`src/ebp_pkg.sv`:
```
// Functional notes
// - In standby, input pins float and output pins hold their entry level.
// - With the standby float bit set, held output pins float during standby.
// - Wait-input pull-up is switched on when its enable is 1, off at 0 and in standby.
// - Multiplexed I/O space raises the address hold strobe while address is out.
// - DRAM accesses assert the row strobe while the row address is driven.
// - 8-bit DRAM uses only the lower column strobe; upper stays high.
// - 16-bit two-column DRAM asserts the upper column strobe for upper or word.
// - 16-bit two-column DRAM asserts the lower column strobe for lower or word; two-write-strobe DRAM for every lane.
// - DRAM parity selected: on writes parity pins carry active lanes, idle lanes float.
// - External memory drives low only the accessed area's chip select.
// - Area 2 parity selected: on writes parity pins carry parity of active lanes.
// - Multiplexed I/O holds chip select six low; read strobe low on reads.
// - On-chip accesses keep strobes high, data floating, address still driven.
package ebp_pkg;
    typedef enum logic [2:0] {
        SPACE_ROM = 3'h0,
        SPACE_RAM = 3'h1,
        SPACE_MUX = 3'h2,
        SPACE_DRAM = 3'h3,
        SPACE_EXT = 3'h4
    } ebp_space_e;

    // Gray sequence along the usual path idle, address, data, recovery
    typedef enum logic [1:0] {
        ST_IDLE = 2'h0,
        ST_ADDR = 2'h1,
        ST_DATA = 2'h3,
        ST_END = 2'h2
    } ebp_state_e;

    localparam logic [1:0] PCHK_NONE = 2'h0;
    localparam logic [1:0] PCHK_DRAM = 2'h1;
    localparam logic [1:0] PCHK_AREA2 = 2'h2;
    localparam logic [2:0] PARITY_AREA = 3'h2;
    localparam int MUX_CS_IDX = 6;
    localparam int DRAM_CS_IDX = 1;
    localparam int ROW_SHIFT = 11;
    localparam int NUM_CS = 8;
    localparam int ADDR_W = 22;
    localparam int DATA_W = 16;
    localparam logic [1:0] LANE_LOWER = 2'h1;
    localparam logic [1:0] LANE_UPPER = 2'h2;
    localparam logic [1:0] LANE_WORD = 2'h3;
    localparam logic ODD_PARITY = 1'b1;
    localparam logic [7:0] CS_ALL_HIGH = 8'hFF;
    localparam logic [15:0] DATA_ZERO = 16'h0000;
endpackage : ebp_pkg

```
`src/ebp_parity.sv`:
```
`timescale 1ns/1ps
`default_nettype none
module ebp_parity (
    input wire logic [15:0] data_in,
    output logic [1:0] parity_out
);
    genvar g;
    generate
        for (g = 0; g < 2; g = g + 1)
        begin : g_lane
            assign parity_out[g] = (^data_in[g*8 +: 8]) ^ ebp_pkg::ODD_PARITY;
        end
    endgenerate
endmodule : ebp_parity
`default_nettype wire

```
`src/ebp_lane_strobe.sv`:
```
`timescale 1ns/1ps
`default_nettype none
module ebp_lane_strobe (
    input wire logic wide_in,
    input wire logic [1:0] lane_in,
    input wire logic write_in,
    input wire logic byte_strobe_mode_in,
    input wire logic two_we_in,
    input wire logic dram_in,
    input wire logic addr0_in,
    output logic upper_active_out,
    output logic lower_active_out,
    output logic upper_write_strobe_n_out,
    output logic lower_write_strobe_n_out,
    output logic a0_pin_out
);
    always_comb
    begin
        upper_active_out = wide_in & lane_in[1];
        lower_active_out = ~wide_in | lane_in[0];
        upper_write_strobe_n_out = 1'b1;
        lower_write_strobe_n_out = 1'b1;
        a0_pin_out = addr0_in;
        if (!wide_in)
        begin
            // Upper strobe has no meaning for 8-bit space; left idle high
            lower_write_strobe_n_out = ~write_in;
        end
        else if (dram_in && !two_we_in)
        begin
            lower_write_strobe_n_out = ~write_in;
        end
        else if (dram_in)
        begin
            upper_write_strobe_n_out = ~(write_in & lane_in[1]);
            lower_write_strobe_n_out = ~(write_in & lane_in[0]);
        end
        else if (byte_strobe_mode_in)
        begin
            lower_write_strobe_n_out = ~write_in;
            upper_write_strobe_n_out = ~lane_in[0];
            a0_pin_out = ~lane_in[1];
        end
        else
        begin
            upper_write_strobe_n_out = ~(write_in & lane_in[1]);
            lower_write_strobe_n_out = ~(write_in & lane_in[0]);
            a0_pin_out = lane_in == ebp_pkg::LANE_LOWER;
        end
    end
endmodule : ebp_lane_strobe
`default_nettype wire

```
`src/ebp_bus_pins.sv`:
```
`timescale 1ns/1ps
`default_nettype none
module ebp_bus_pins (
    input wire logic clk_sys_in,
    input wire logic rst_n_in,
    input wire logic req_valid_in,
    input wire logic [2:0] req_space_in,
    input wire logic req_wide_in,
    input wire logic [1:0] req_lane_in,
    input wire logic req_write_in,
    input wire logic [2:0] req_area_in,
    input wire logic [21:0] req_addr_in,
    input wire logic [15:0] req_wdata_in,
    input wire logic dram_two_we_in,
    input wire logic byte_strobe_mode_in,
    input wire logic [1:0] parity_check_select_in,
    input wire logic standby_in,
    input wire logic standby_output_float_in,
    input wire logic wait_input_pullup_enable_in,
    input wire logic wait_n_in,
    input wire logic [15:0] shared_addr_data_pins_in,
    output logic req_ready_out,
    output logic done_out,
    output logic [15:0] rd_data_out,
    output logic [7:0] chip_select_n_out,
    output logic row_strobe_n_out,
    output logic upper_column_strobe_n_out,
    output logic lower_column_strobe_n_out,
    output logic address_hold_strobe_out,
    output logic read_strobe_n_out,
    output logic upper_write_strobe_n_out,
    output logic lower_write_strobe_n_out,
    output logic [21:0] address_pins_out,
    output logic ctrl_oe_out,
    output logic [15:0] shared_addr_data_pins_out,
    output logic [1:0] shared_addr_data_pins_oe_out,
    output logic upper_parity_pin_out,
    output logic upper_parity_pin_oe_out,
    output logic lower_parity_pin_out,
    output logic lower_parity_pin_oe_out,
    output logic wait_pullup_out
);
    typedef struct packed {
        ebp_pkg::ebp_state_e st;
        ebp_pkg::ebp_space_e space;
        logic wide;
        logic [1:0] lane;
        logic write;
        logic [2:0] area;
        logic [21:0] addr;
        logic [15:0] wdata;
        logic [15:0] rdata;
        logic done;
        logic [7:0] cs_n;
        logic ras_n;
        logic cu_n;
        logic cl_n;
        logic hold;
        logic rd_n;
        logic wu_n;
        logic wl_n;
        logic [21:0] apins;
        logic [15:0] ad;
        logic [1:0] ad_oe;
        logic [1:0] par;
        logic [1:0] par_oe;
        logic ctrl_oe;
        logic pull;
        logic dphase;
    } ebp_regs_s;

    ebp_regs_s s;
    ebp_regs_s next_s;
    logic up_act;
    logic lo_act;
    logic lane_wu_n;
    logic lane_wl_n;
    logic lane_a0;
    logic [1:0] wpar;
    logic is_dram;

    assign is_dram = s.space == ebp_pkg::SPACE_DRAM;

    ebp_lane_strobe u_lane (
        .wide_in(s.wide),
        .lane_in(s.lane),
        .write_in(s.write),
        .byte_strobe_mode_in(byte_strobe_mode_in),
        .two_we_in(dram_two_we_in),
        .dram_in(is_dram),
        .addr0_in(s.addr[0]),
        .upper_active_out(up_act),
        .lower_active_out(lo_act),
        .upper_write_strobe_n_out(lane_wu_n),
        .lower_write_strobe_n_out(lane_wl_n),
        .a0_pin_out(lane_a0)
    );

    ebp_parity u_parity (
        .data_in(s.wdata),
        .parity_out(wpar)
    );

    always_comb
    begin
        logic need_wait;
        logic par_on;
        logic two_cas16;
        need_wait = 1'b0;
        par_on = 1'b0;
        two_cas16 = 1'b0;
        next_s = s;
        next_s.done = 1'b0;
        if (standby_in)
        begin
            // Outputs keep their level; the float bit releases them
            next_s.ctrl_oe = ~standby_output_float_in;
            next_s.ad_oe = 2'h0;
            next_s.par_oe = 2'h0;
            next_s.pull = 1'b0;
        end
        else
        begin
            next_s.ctrl_oe = 1'b1;
            next_s.pull = wait_input_pullup_enable_in;
            need_wait = (s.space == ebp_pkg::SPACE_MUX) || is_dram ||
                (s.space == ebp_pkg::SPACE_EXT);
            case (s.st)
                ebp_pkg::ST_IDLE:
                begin
                    if (req_valid_in)
                    begin
                        next_s.st = ebp_pkg::ST_ADDR;
                        next_s.space = ebp_pkg::ebp_space_e'(req_space_in);
                        next_s.wide = req_wide_in;
                        next_s.lane = req_wide_in ? req_lane_in
                            : ebp_pkg::LANE_LOWER;
                        next_s.write = req_write_in;
                        next_s.area = req_area_in;
                        next_s.addr = req_addr_in;
                        next_s.wdata = req_wdata_in;
                    end
                end
                ebp_pkg::ST_ADDR:
                begin
                    next_s.st = ebp_pkg::ST_DATA;
                end
                ebp_pkg::ST_DATA:
                begin
                    // Data pins lag the state, so sample and honour wait
                    // only once the strobes are really out
                    if (s.dphase && !(need_wait && !wait_n_in))
                    begin
                        next_s.st = ebp_pkg::ST_END;
                        next_s.done = 1'b1;
                        if (!s.write)
                        begin
                            next_s.rdata = shared_addr_data_pins_in;
                        end
                    end
                end
                ebp_pkg::ST_END:
                begin
                    next_s.st = ebp_pkg::ST_IDLE;
                end
                default:
                begin
                    next_s.st = ebp_pkg::ST_IDLE;
                end
            endcase

            // Pin levels follow the registered state one cycle later
            next_s.cs_n = ebp_pkg::CS_ALL_HIGH;
            next_s.ras_n = 1'b1;
            next_s.cu_n = 1'b1;
            next_s.cl_n = 1'b1;
            next_s.hold = 1'b0;
            next_s.rd_n = 1'b1;
            next_s.wu_n = 1'b1;
            next_s.wl_n = 1'b1;
            next_s.apins = s.addr;
            next_s.ad = s.wdata;
            next_s.ad_oe = 2'h0;
            next_s.par = wpar;
            next_s.par_oe = 2'h0;
            next_s.dphase = s.st == ebp_pkg::ST_DATA;
            if (s.st == ebp_pkg::ST_ADDR || s.st == ebp_pkg::ST_DATA)
            begin
                case (s.space)
                    ebp_pkg::SPACE_MUX:
                    begin
                        next_s.cs_n[ebp_pkg::MUX_CS_IDX] = 1'b0;
                        next_s.apins[0] = lane_a0;
                        if (s.st == ebp_pkg::ST_ADDR)
                        begin
                            next_s.ad = s.addr[15:0];
                            next_s.ad_oe = 2'h3;
                            next_s.hold = 1'b1;
                        end
                        else
                        begin
                            next_s.rd_n = s.write;
                            next_s.wu_n = lane_wu_n;
                            next_s.wl_n = lane_wl_n;
                            next_s.ad_oe = {up_act & s.write,
                                lo_act & s.write};
                        end
                    end
                    ebp_pkg::SPACE_DRAM:
                    begin
                        two_cas16 = s.wide && !dram_two_we_in;
                        par_on = parity_check_select_in == ebp_pkg::PCHK_DRAM;
                        next_s.ras_n = 1'b0;
                        next_s.cs_n[ebp_pkg::DRAM_CS_IDX] = two_cas16;
                        if (s.st == ebp_pkg::ST_ADDR)
                        begin
                            next_s.apins = s.addr >> ebp_pkg::ROW_SHIFT;
                        end
                        else
                        begin
                            // Upper strobe only in two-column 16-bit mode
                            next_s.cu_n = ~(two_cas16 & up_act);
                            next_s.cl_n = ~(lo_act |
                                (s.wide & dram_two_we_in));
                            if (two_cas16)
                            begin
                                // Chip select one doubles as upper column
                                next_s.cs_n[ebp_pkg::DRAM_CS_IDX] =
                                    ~up_act;
                            end
                            next_s.rd_n = s.write;
                            next_s.wu_n = lane_wu_n;
                            next_s.wl_n = lane_wl_n;
                            next_s.ad_oe = {up_act & s.write,
                                lo_act & s.write};
                            next_s.par_oe = {up_act & s.write & par_on,
                                lo_act & s.write & par_on};
                        end
                    end
                    ebp_pkg::SPACE_EXT:
                    begin
                        par_on = (parity_check_select_in ==
                            ebp_pkg::PCHK_AREA2) &&
                            (s.area == ebp_pkg::PARITY_AREA);
                        next_s.cs_n[s.area] = 1'b0;
                        next_s.apins[0] = lane_a0;
                        if (s.st == ebp_pkg::ST_DATA)
                        begin
                            next_s.rd_n = s.write;
                            next_s.wu_n = lane_wu_n;
                            next_s.wl_n = lane_wl_n;
                            next_s.ad_oe = {up_act & s.write,
                                lo_act & s.write};
                            next_s.par_oe = {up_act & s.write & par_on,
                                lo_act & s.write & par_on};
                        end
                    end
                    default:
                    begin
                        // On-chip space: only the address pins move
                        next_s.cs_n = ebp_pkg::CS_ALL_HIGH;
                    end
                endcase
            end
        end
    end

    always_ff @(posedge clk_sys_in or negedge rst_n_in)
    begin
        if (!rst_n_in)
        begin
            s <= '{st: ebp_pkg::ST_IDLE, space: ebp_pkg::SPACE_ROM,
                wide: 1'b0, lane: ebp_pkg::LANE_LOWER, write: 1'b0,
                area: 3'h0, addr: 22'h000000, wdata: ebp_pkg::DATA_ZERO,
                rdata: ebp_pkg::DATA_ZERO, done: 1'b0,
                cs_n: ebp_pkg::CS_ALL_HIGH, ras_n: 1'b1, cu_n: 1'b1,
                cl_n: 1'b1, hold: 1'b0, rd_n: 1'b1, wu_n: 1'b1, wl_n: 1'b1,
                apins: 22'h000000, ad: ebp_pkg::DATA_ZERO, ad_oe: 2'h0,
                par: 2'h0, par_oe: 2'h0, ctrl_oe: 1'b1, pull: 1'b0,
                dphase: 1'b0};
        end
        else
        begin
            s <= next_s;
        end
    end

    assign req_ready_out = (s.st == ebp_pkg::ST_IDLE) && !standby_in;
    assign done_out = s.done;
    assign rd_data_out = s.rdata;
    assign chip_select_n_out = s.cs_n;
    assign row_strobe_n_out = s.ras_n;
    assign upper_column_strobe_n_out = s.cu_n;
    assign lower_column_strobe_n_out = s.cl_n;
    assign address_hold_strobe_out = s.hold;
    assign read_strobe_n_out = s.rd_n;
    assign upper_write_strobe_n_out = s.wu_n;
    assign lower_write_strobe_n_out = s.wl_n;
    assign address_pins_out = s.apins;
    assign ctrl_oe_out = s.ctrl_oe;
    assign shared_addr_data_pins_out = s.ad;
    assign shared_addr_data_pins_oe_out = s.ad_oe;
    assign upper_parity_pin_out = s.par[1];
    assign upper_parity_pin_oe_out = s.par_oe[1];
    assign lower_parity_pin_out = s.par[0];
    assign lower_parity_pin_oe_out = s.par_oe[0];
    assign wait_pullup_out = s.pull;
endmodule : ebp_bus_pins
`default_nettype wire

```
`config.mk`:
```
export PLATFORM = sky130hd
export DESIGN_NAME = ebp_bus_pins
export DESIGN_NICKNAME = d
export VERILOG_FILES = /design/src/ebp_pkg.sv /design/src/ebp_parity.sv /design/src/ebp_lane_strobe.sv /design/src/ebp_bus_pins.sv
export SDC_FILE = /design/constraint.sdc
export NUM_CORES = 1
export LEC_CHECK = 0
export BUFFER_PORTS_ARGS = -buffer_cell sky130_fd_sc_hd__buf_2
export CELL_PAD_IN_SITES_DETAIL_PLACEMENT = 1
export CELL_PAD_IN_SITES_GLOBAL_PLACEMENT = 2
export CORE_MARGIN = 4
export CORE_UTILIZATION = 34
export DETAILED_ROUTE_END_ITERATION = 8
export PLACE_DENSITY_LB_ADDON = 0.15
export SYNTH_ARGS = -nofsm -noshare
export SYNTH_HDL_FRONTEND = slang
export SYNTH_HIERARCHICAL = 1
export SYNTH_SLANG_ARGS = --single-unit
```
`constraint.sdc`:
```
create_clock -name clk_sys_in -period 2.2 [get_ports clk_sys_in]
set_input_delay 0.22 -clock clk_sys_in [delete_from_list [all_inputs] [get_ports clk_sys_in]]
set_output_delay 0.22 -clock clk_sys_in [all_outputs]
set_load 0.02 [all_outputs]
```
# --- Yosys cells after proc, flatten, opt, wreduce, memory -nomap -nowiden ---
# Index checks and enable logic that the tools add are counted.
op_classes:
  mux: 50
  n_reduce_logical: 22
  magnitude_cmp: 2
  bitwise: 27
  n_eq_ne: 12
ops:
  columns: ["cell", "n"]
  rows:
  - ["55-bit two-way mux", 1]
  - ["54-bit two-way mux", 1]
  - ["50-bit two-way mux", 1]
  - ["16-bit two-way mux", 2]
  - ["22-bit two-way mux", 1]
  - ["21-bit two-way mux", 1]
  - ["1-bit two-way mux", 20]
  - ["2-bit two-way mux", 10]
  - ["8-bit XOR reduction", 2]
  - ["1-bit NOT", 13]
  - ["1-bit bitwise AND", 11]
  - ["3-bit by 2-bit == test with 1-bit output, second input constant", 3]
  - ["3-bit two-way mux", 3]
  - ["4-bit two-way mux", 2]
  - ["8-bit NOT", 1]
  - ["2-bit one-hot mux with 4 select lines", 1]
  - ["1-bit logical AND", 7]
  - ["2-bit by 1-bit == test with 1-bit output, second input constant", 3]
  - ["2-bit == test, second input constant", 3]
  - ["1-bit one-hot mux with 2 select lines", 3]
  - ["2-bit one-hot mux with 3 select lines", 1]
  - ["3-bit one-hot mux with 2 select lines", 1]
  - ["3-bit AND reduction", 2]
  - ["1-bit zero test", 4]
  - ["other kinds (11)", 16]
totals:
  word_cells: 139
  output_inout_bits: 79
  in_bits: 75
  register_bits: 129

# --- Depth between registers and ports, before layout ---
logic_depth:
  word_depth: 10
  depth_mapped: 9
  ltp_nobuf: 8

# --- By module ---
# Netlist, hierarchy kept.
by_module_without_submodules:
  columns: ["module", "seq_area_each_um2", "cells_per_inst", "instances", "area_per_inst_um2"]
  rows:
  - ["ebp_bus_pins", 3248.1, 512, 1, 5963.2]
  - ["ebp_parity", 0.0, 14, 1, 122.6]
  - ["ebp_lane_strobe", 0.0, 12, 1, 90.1]

# --- Worst setup path before layout ---
# OpenSTA, ideal clock, no wires.
synth_path:
  path_kind: "register to register"
  start: "register s[125] (netlist name)"
  end: "register s (netlist bit rd_data_out[10])"
  t_required_ns: 2.075
  t_arrival_ns: 1.631
  setup_ns: 0.125
  path_buffers: 2
  slack_ns: 0.444
  stages_incl_launch_ff: 7
  synth_period_minus_slack_ns: 1.756
  path_cell_list: "dfrtp_1 -> buf_6 -> or3b_4 -> a21oi_4 -> nor4_4 -> buf_8 -> mux2_4"
synth_between:
  elab_chain_cells: 7
  word_cells_on_any_way: 9
  classes_between: "3 x eq/ne; 6 x reduce/logical"
synth_lines:
  columns: ["item", "line_no", "rtl"]
  rows:
  - ["start, declared", "ebp_bus_pins.sv:72", "ebp_regs_s s;"]
  - ["start signal, assigned", "ebp_bus_pins.sv:272", "s <= '{st: ebp_pkg::ST_IDLE, space: ebp_pkg::SPACE_ROM,"]
  - ["start signal, assigned", "ebp_bus_pins.sv:284", "s <= next_s;"]
  - ["3-bit by 2-bit == test with 1-bit output, on equally long branches", "ebp_bus_pins.sv:126, ebp_bus_pins.sv:82", null]
  - ["1-bit logical OR", "ebp_bus_pins.sv:126", "need_wait = (s.space == ebp_pkg::SPACE_MUX) || is_dram ||"]
  - ["1-bit logical OR *", "ebp_bus_pins.sv:126", null]
  - ["1-bit logical AND *", "ebp_bus_pins.sv:152", "if (s.dphase && !(need_wait && !wait_n_in))"]
  - ["1-bit zero test *", "ebp_bus_pins.sv:152", null]
  - ["1-bit logical AND *", "ebp_bus_pins.sv:152", null]
  - ["4-bit AND reduction (no line) *", null, null]
# Every way passes the cells marked *; elsewhere a longest branch is shown, timed or not.
# A chain may end at the register's enable or synchronous reset.

# --- Worst setup path in the final report ---
layout_path:
  start: "register s[127] (netlist name)"
  end: "register s[121] (netlist name)"
layout_between:
  elab_chain_cells: 2
layout_lines:
  columns: ["item", "line_no", "rtl"]
  rows:
  - ["2-bit zero test", "ebp_bus_pins.sv:128", "case (s.st)"]
  - ["3-bit AND reduction (no line)", null, null]
# No other way between the ends.

==> metrics.yaml <==
timing:
  slew_viol_final: 0
  rsz0062_at_grt: "false"
  hold_viol_final: 0
  fin_worst_skew_ns: 0.00926
  relSlewSlack: 0.603
  worstMarginPinSlew_ns: 0.596
  setup_viol: 0
  finalCritPeriodShare: 0.920
  fmax_mhz: 494
  setup_tns_ns: 0
  fin_crit_ns: 2.02
  whs_ns: 0.0212
place:
  place_inst: 840
  port_buffers: 153
  postPlaceCellArea_mm2: 0.00674
  finalWeightedCongestion: 0.789
  hpwlAfterDp_mm: 11.3
yosys:
  yosysMostFrequentCell: "dfrtp_1"
  synth_commonest_cells: "dfrtp_1, buf_4, nand2_1"
  synth_seq_cells: 129
  synth_area_per_cell_um2: 11.5
  ys_warn_count: 6
  synth_area_mm2: 0.00618
  synth_top_area_share: 0.458
  synth-compound-area-share: 0.0746
  synthTopCellsByArea: "dfrtp_1, mux2_2, buf_4"
  synthFlopType: "dfrtp_1"
  synth_edf_count: 0
  synth_xor_area_frac: 0.0199
  syn-num-nets: 613
  ys_seq_area_frac: 0.526
  syn_inst: 538
  synth.distinct_cells: 53
  yosysTopAreaCell: "dfrtp_1"
  synth-simple-area-share: 0.102
  synth_top_family_by_area: "multiplexers"
  synthMuxAreaShare: 0.170
  synth_fa_ha_area_frac: 0
  async_reset_ff_frac: 1.00
final_layout:
  fin_area_mm2: 0.00730
  utilization: 0.408
  syn_to_final_growth_pct: 18.3
  nets: 709
  drive_gt1_frac: 0.428
  instances_no_fill: 877
route:
  routedWlPerCell_um: 18.0
  routed_via_density: 4.74
  drtIter0Drc: 156
  dr.pass1.iters: 4
  postRouteAntennaNets: 0
  routed_wl_mm: 15.8
  num_vias: 4156
  drcViolationCount: 0
floorplan:
  rows: 49
  start_util: 0.345
  ioPinCount: 154
  die_width_um: 143
  fp.coreArea_mm2: 0.0179
  dieArea_mm2: 0.0204
  chipHeight_um: 143
clock_network:
  cts_made_buffers: 17
  clkLatencyLatePin_ns: 0.41
  clock-root-buffer: "clkbuf_16"
  cts_tree: "done"
  clock_path_buffers: 2
  numClockSinks: 129
  path_clk_slew_ns: 0.06
  htree_levels: 4
  post_cts_buffers: 0
power:
  pwr-share-clk: 0.234
  combinationalPowerShare: 0.365
  pwr-share-seq: 0.401
  p_int_mw: 6.77
  switchingPower_mw: 4.01
  power.ir.vdd_worst_mv: 0.599
  switching_share: 0.372
  total_leakage_power_nw: 3.49
  pwr_density_cell_mw_per_mm2: 1480
worst_setup_path:
  crit_type: "flop to flop"
  worstPathArrival_ns: 2.38
  required_ns: 2.55
  worst-path-max-fanout: 50
  startpoint_type: "flop"
  rrSetupSlack_ns: 0.18
  critPathCaptureType: "flop"
grt:
  grt_max_degree: 63
  grt_usage: 0.159
  grt_pass1_wl_mm: 25.0
  grt_pass1_vias: 4553
  antenna_found_initial: 3
  grt_overflow: 0
run_status:
  status: "finished, final reports clean"
worst_hold_path:
  hp-class: "input port to flop"
run:
  cap_violations: 0
[cell families (layout without fill, tap and decap cells)]
group           after synthesis  count (layout)
mux                          93              93
compound gates               79              79
buf+inv                     102             211
flops                       129             129
simple gates                121             121
xor+xnor                     14              14
other cells                   0               1
[cell usage in the layout (no fill, tap or decap), types with 3 or more instances in the layout]
cell type,synthesis,final
clkbuf_16,0,17
clkinvlp_4,0,3
xnor2_1,14,14
buf_4,65,9
buf_12,0,3
mux2_4,10,10
nand2b_1,7,7
dlygate4sd3_1,0,4
mux2_2,52,52
nor3_1,6,5
buf_2,11,151
mux2_1,3,3
nor2_1,10,10
nor4_1,3,3
dfrtp_1,113,113
mux2i_1,28,28
dfstp_2,16,16
inv_1,11,11
nor3b_1,4,4
clkbuf_1,12,7
o21ai_1,5,5
clkbuf_8,0,3
a21oi_1,16,16
nand2_1,60,60
o21ai_0,39,39
nor2b_1,12,12
nand3_1,3,3
[path summary, 6_finish.rpt]
path / startpoint / end / depth (start not counted)
max: s[127] / s[121] / 5
min: req_addr_in[19] / s[114] / 2
max reg2reg: s[127] / s[121] / 5
min reg2reg: chip_select_n_out[6] / chip_select_n_out[6] / 2
max in group asynchronous: rst_n_in / rd_data_out[4] / 3
min in group asynchronous: rst_n_in / address_pins_out[20] / 2
[layer usage]
metal  routed length, um  GRT usage  up-vias
met5                  41          0        -
met4                 308     0.0590        6
met3                 867     0.0522       25
met2                8020      0.267       90
met1                6520      0.190     2074
li1                    -          -     1961
[critical path, cell delays in order, from the launching register on]
cell	delay (ns)
dfrtp_1	0.54
nor3_2	0.32
buf_12	0.33
nor2_1	0.07
a31oi_1	0.14
dlygate4sd3_1	0.56
[flip-flops by register name, summed over array words and instances, names as in the netlist, 2 cells and up]
| signal | count |
|---|---|
| shared_addr_data_pins_oe_out | 2 |
| s | 51 |
| shared_addr_data_pins_out | 16 |
| address_pins_out | 22 |
| rd_data_out | 16 |
| chip_select_n_out | 8 |
[what timing repair did]
action                                 CTS  global route
hold buffers                             4             0
gates resized for setup                  0             0
endpoints found under the hold margin   45             0
[power by group through the flow]
stage               clock network, mW  logic, mW  registers [mW]
global route                     2.71       4.35            4.49
finish                           2.52       3.93            4.33
floorplan                           0       3.57            4.05
detailed placement                  0       3.99            4.38
CTS                              2.61       4.02            4.35
global placement                    0       3.91            4.34
[cell type report]
cell class	count	area [um2]
clock buffers	27	493
flip-flops and latches	129	3250
clock inverters	5	32.5
repair buffers	168	935
inverters	11	41.3
diodes	1	2.50
fillers	1989	10600
multi-input cells	307	2270
well taps	229	287
[stage by stage]
step / worst slack (ns) / power, mW
final: 0.176 / 10.8
after global routing: 0.0273 / 11.5
after CTS: 0.166 / 11.0
after detailed placement: 0.265 / 8.37
after global placement: 0.374 / 8.24
after floorplan: 0.444 / 7.62
Power figures use the tool's default switching activity.
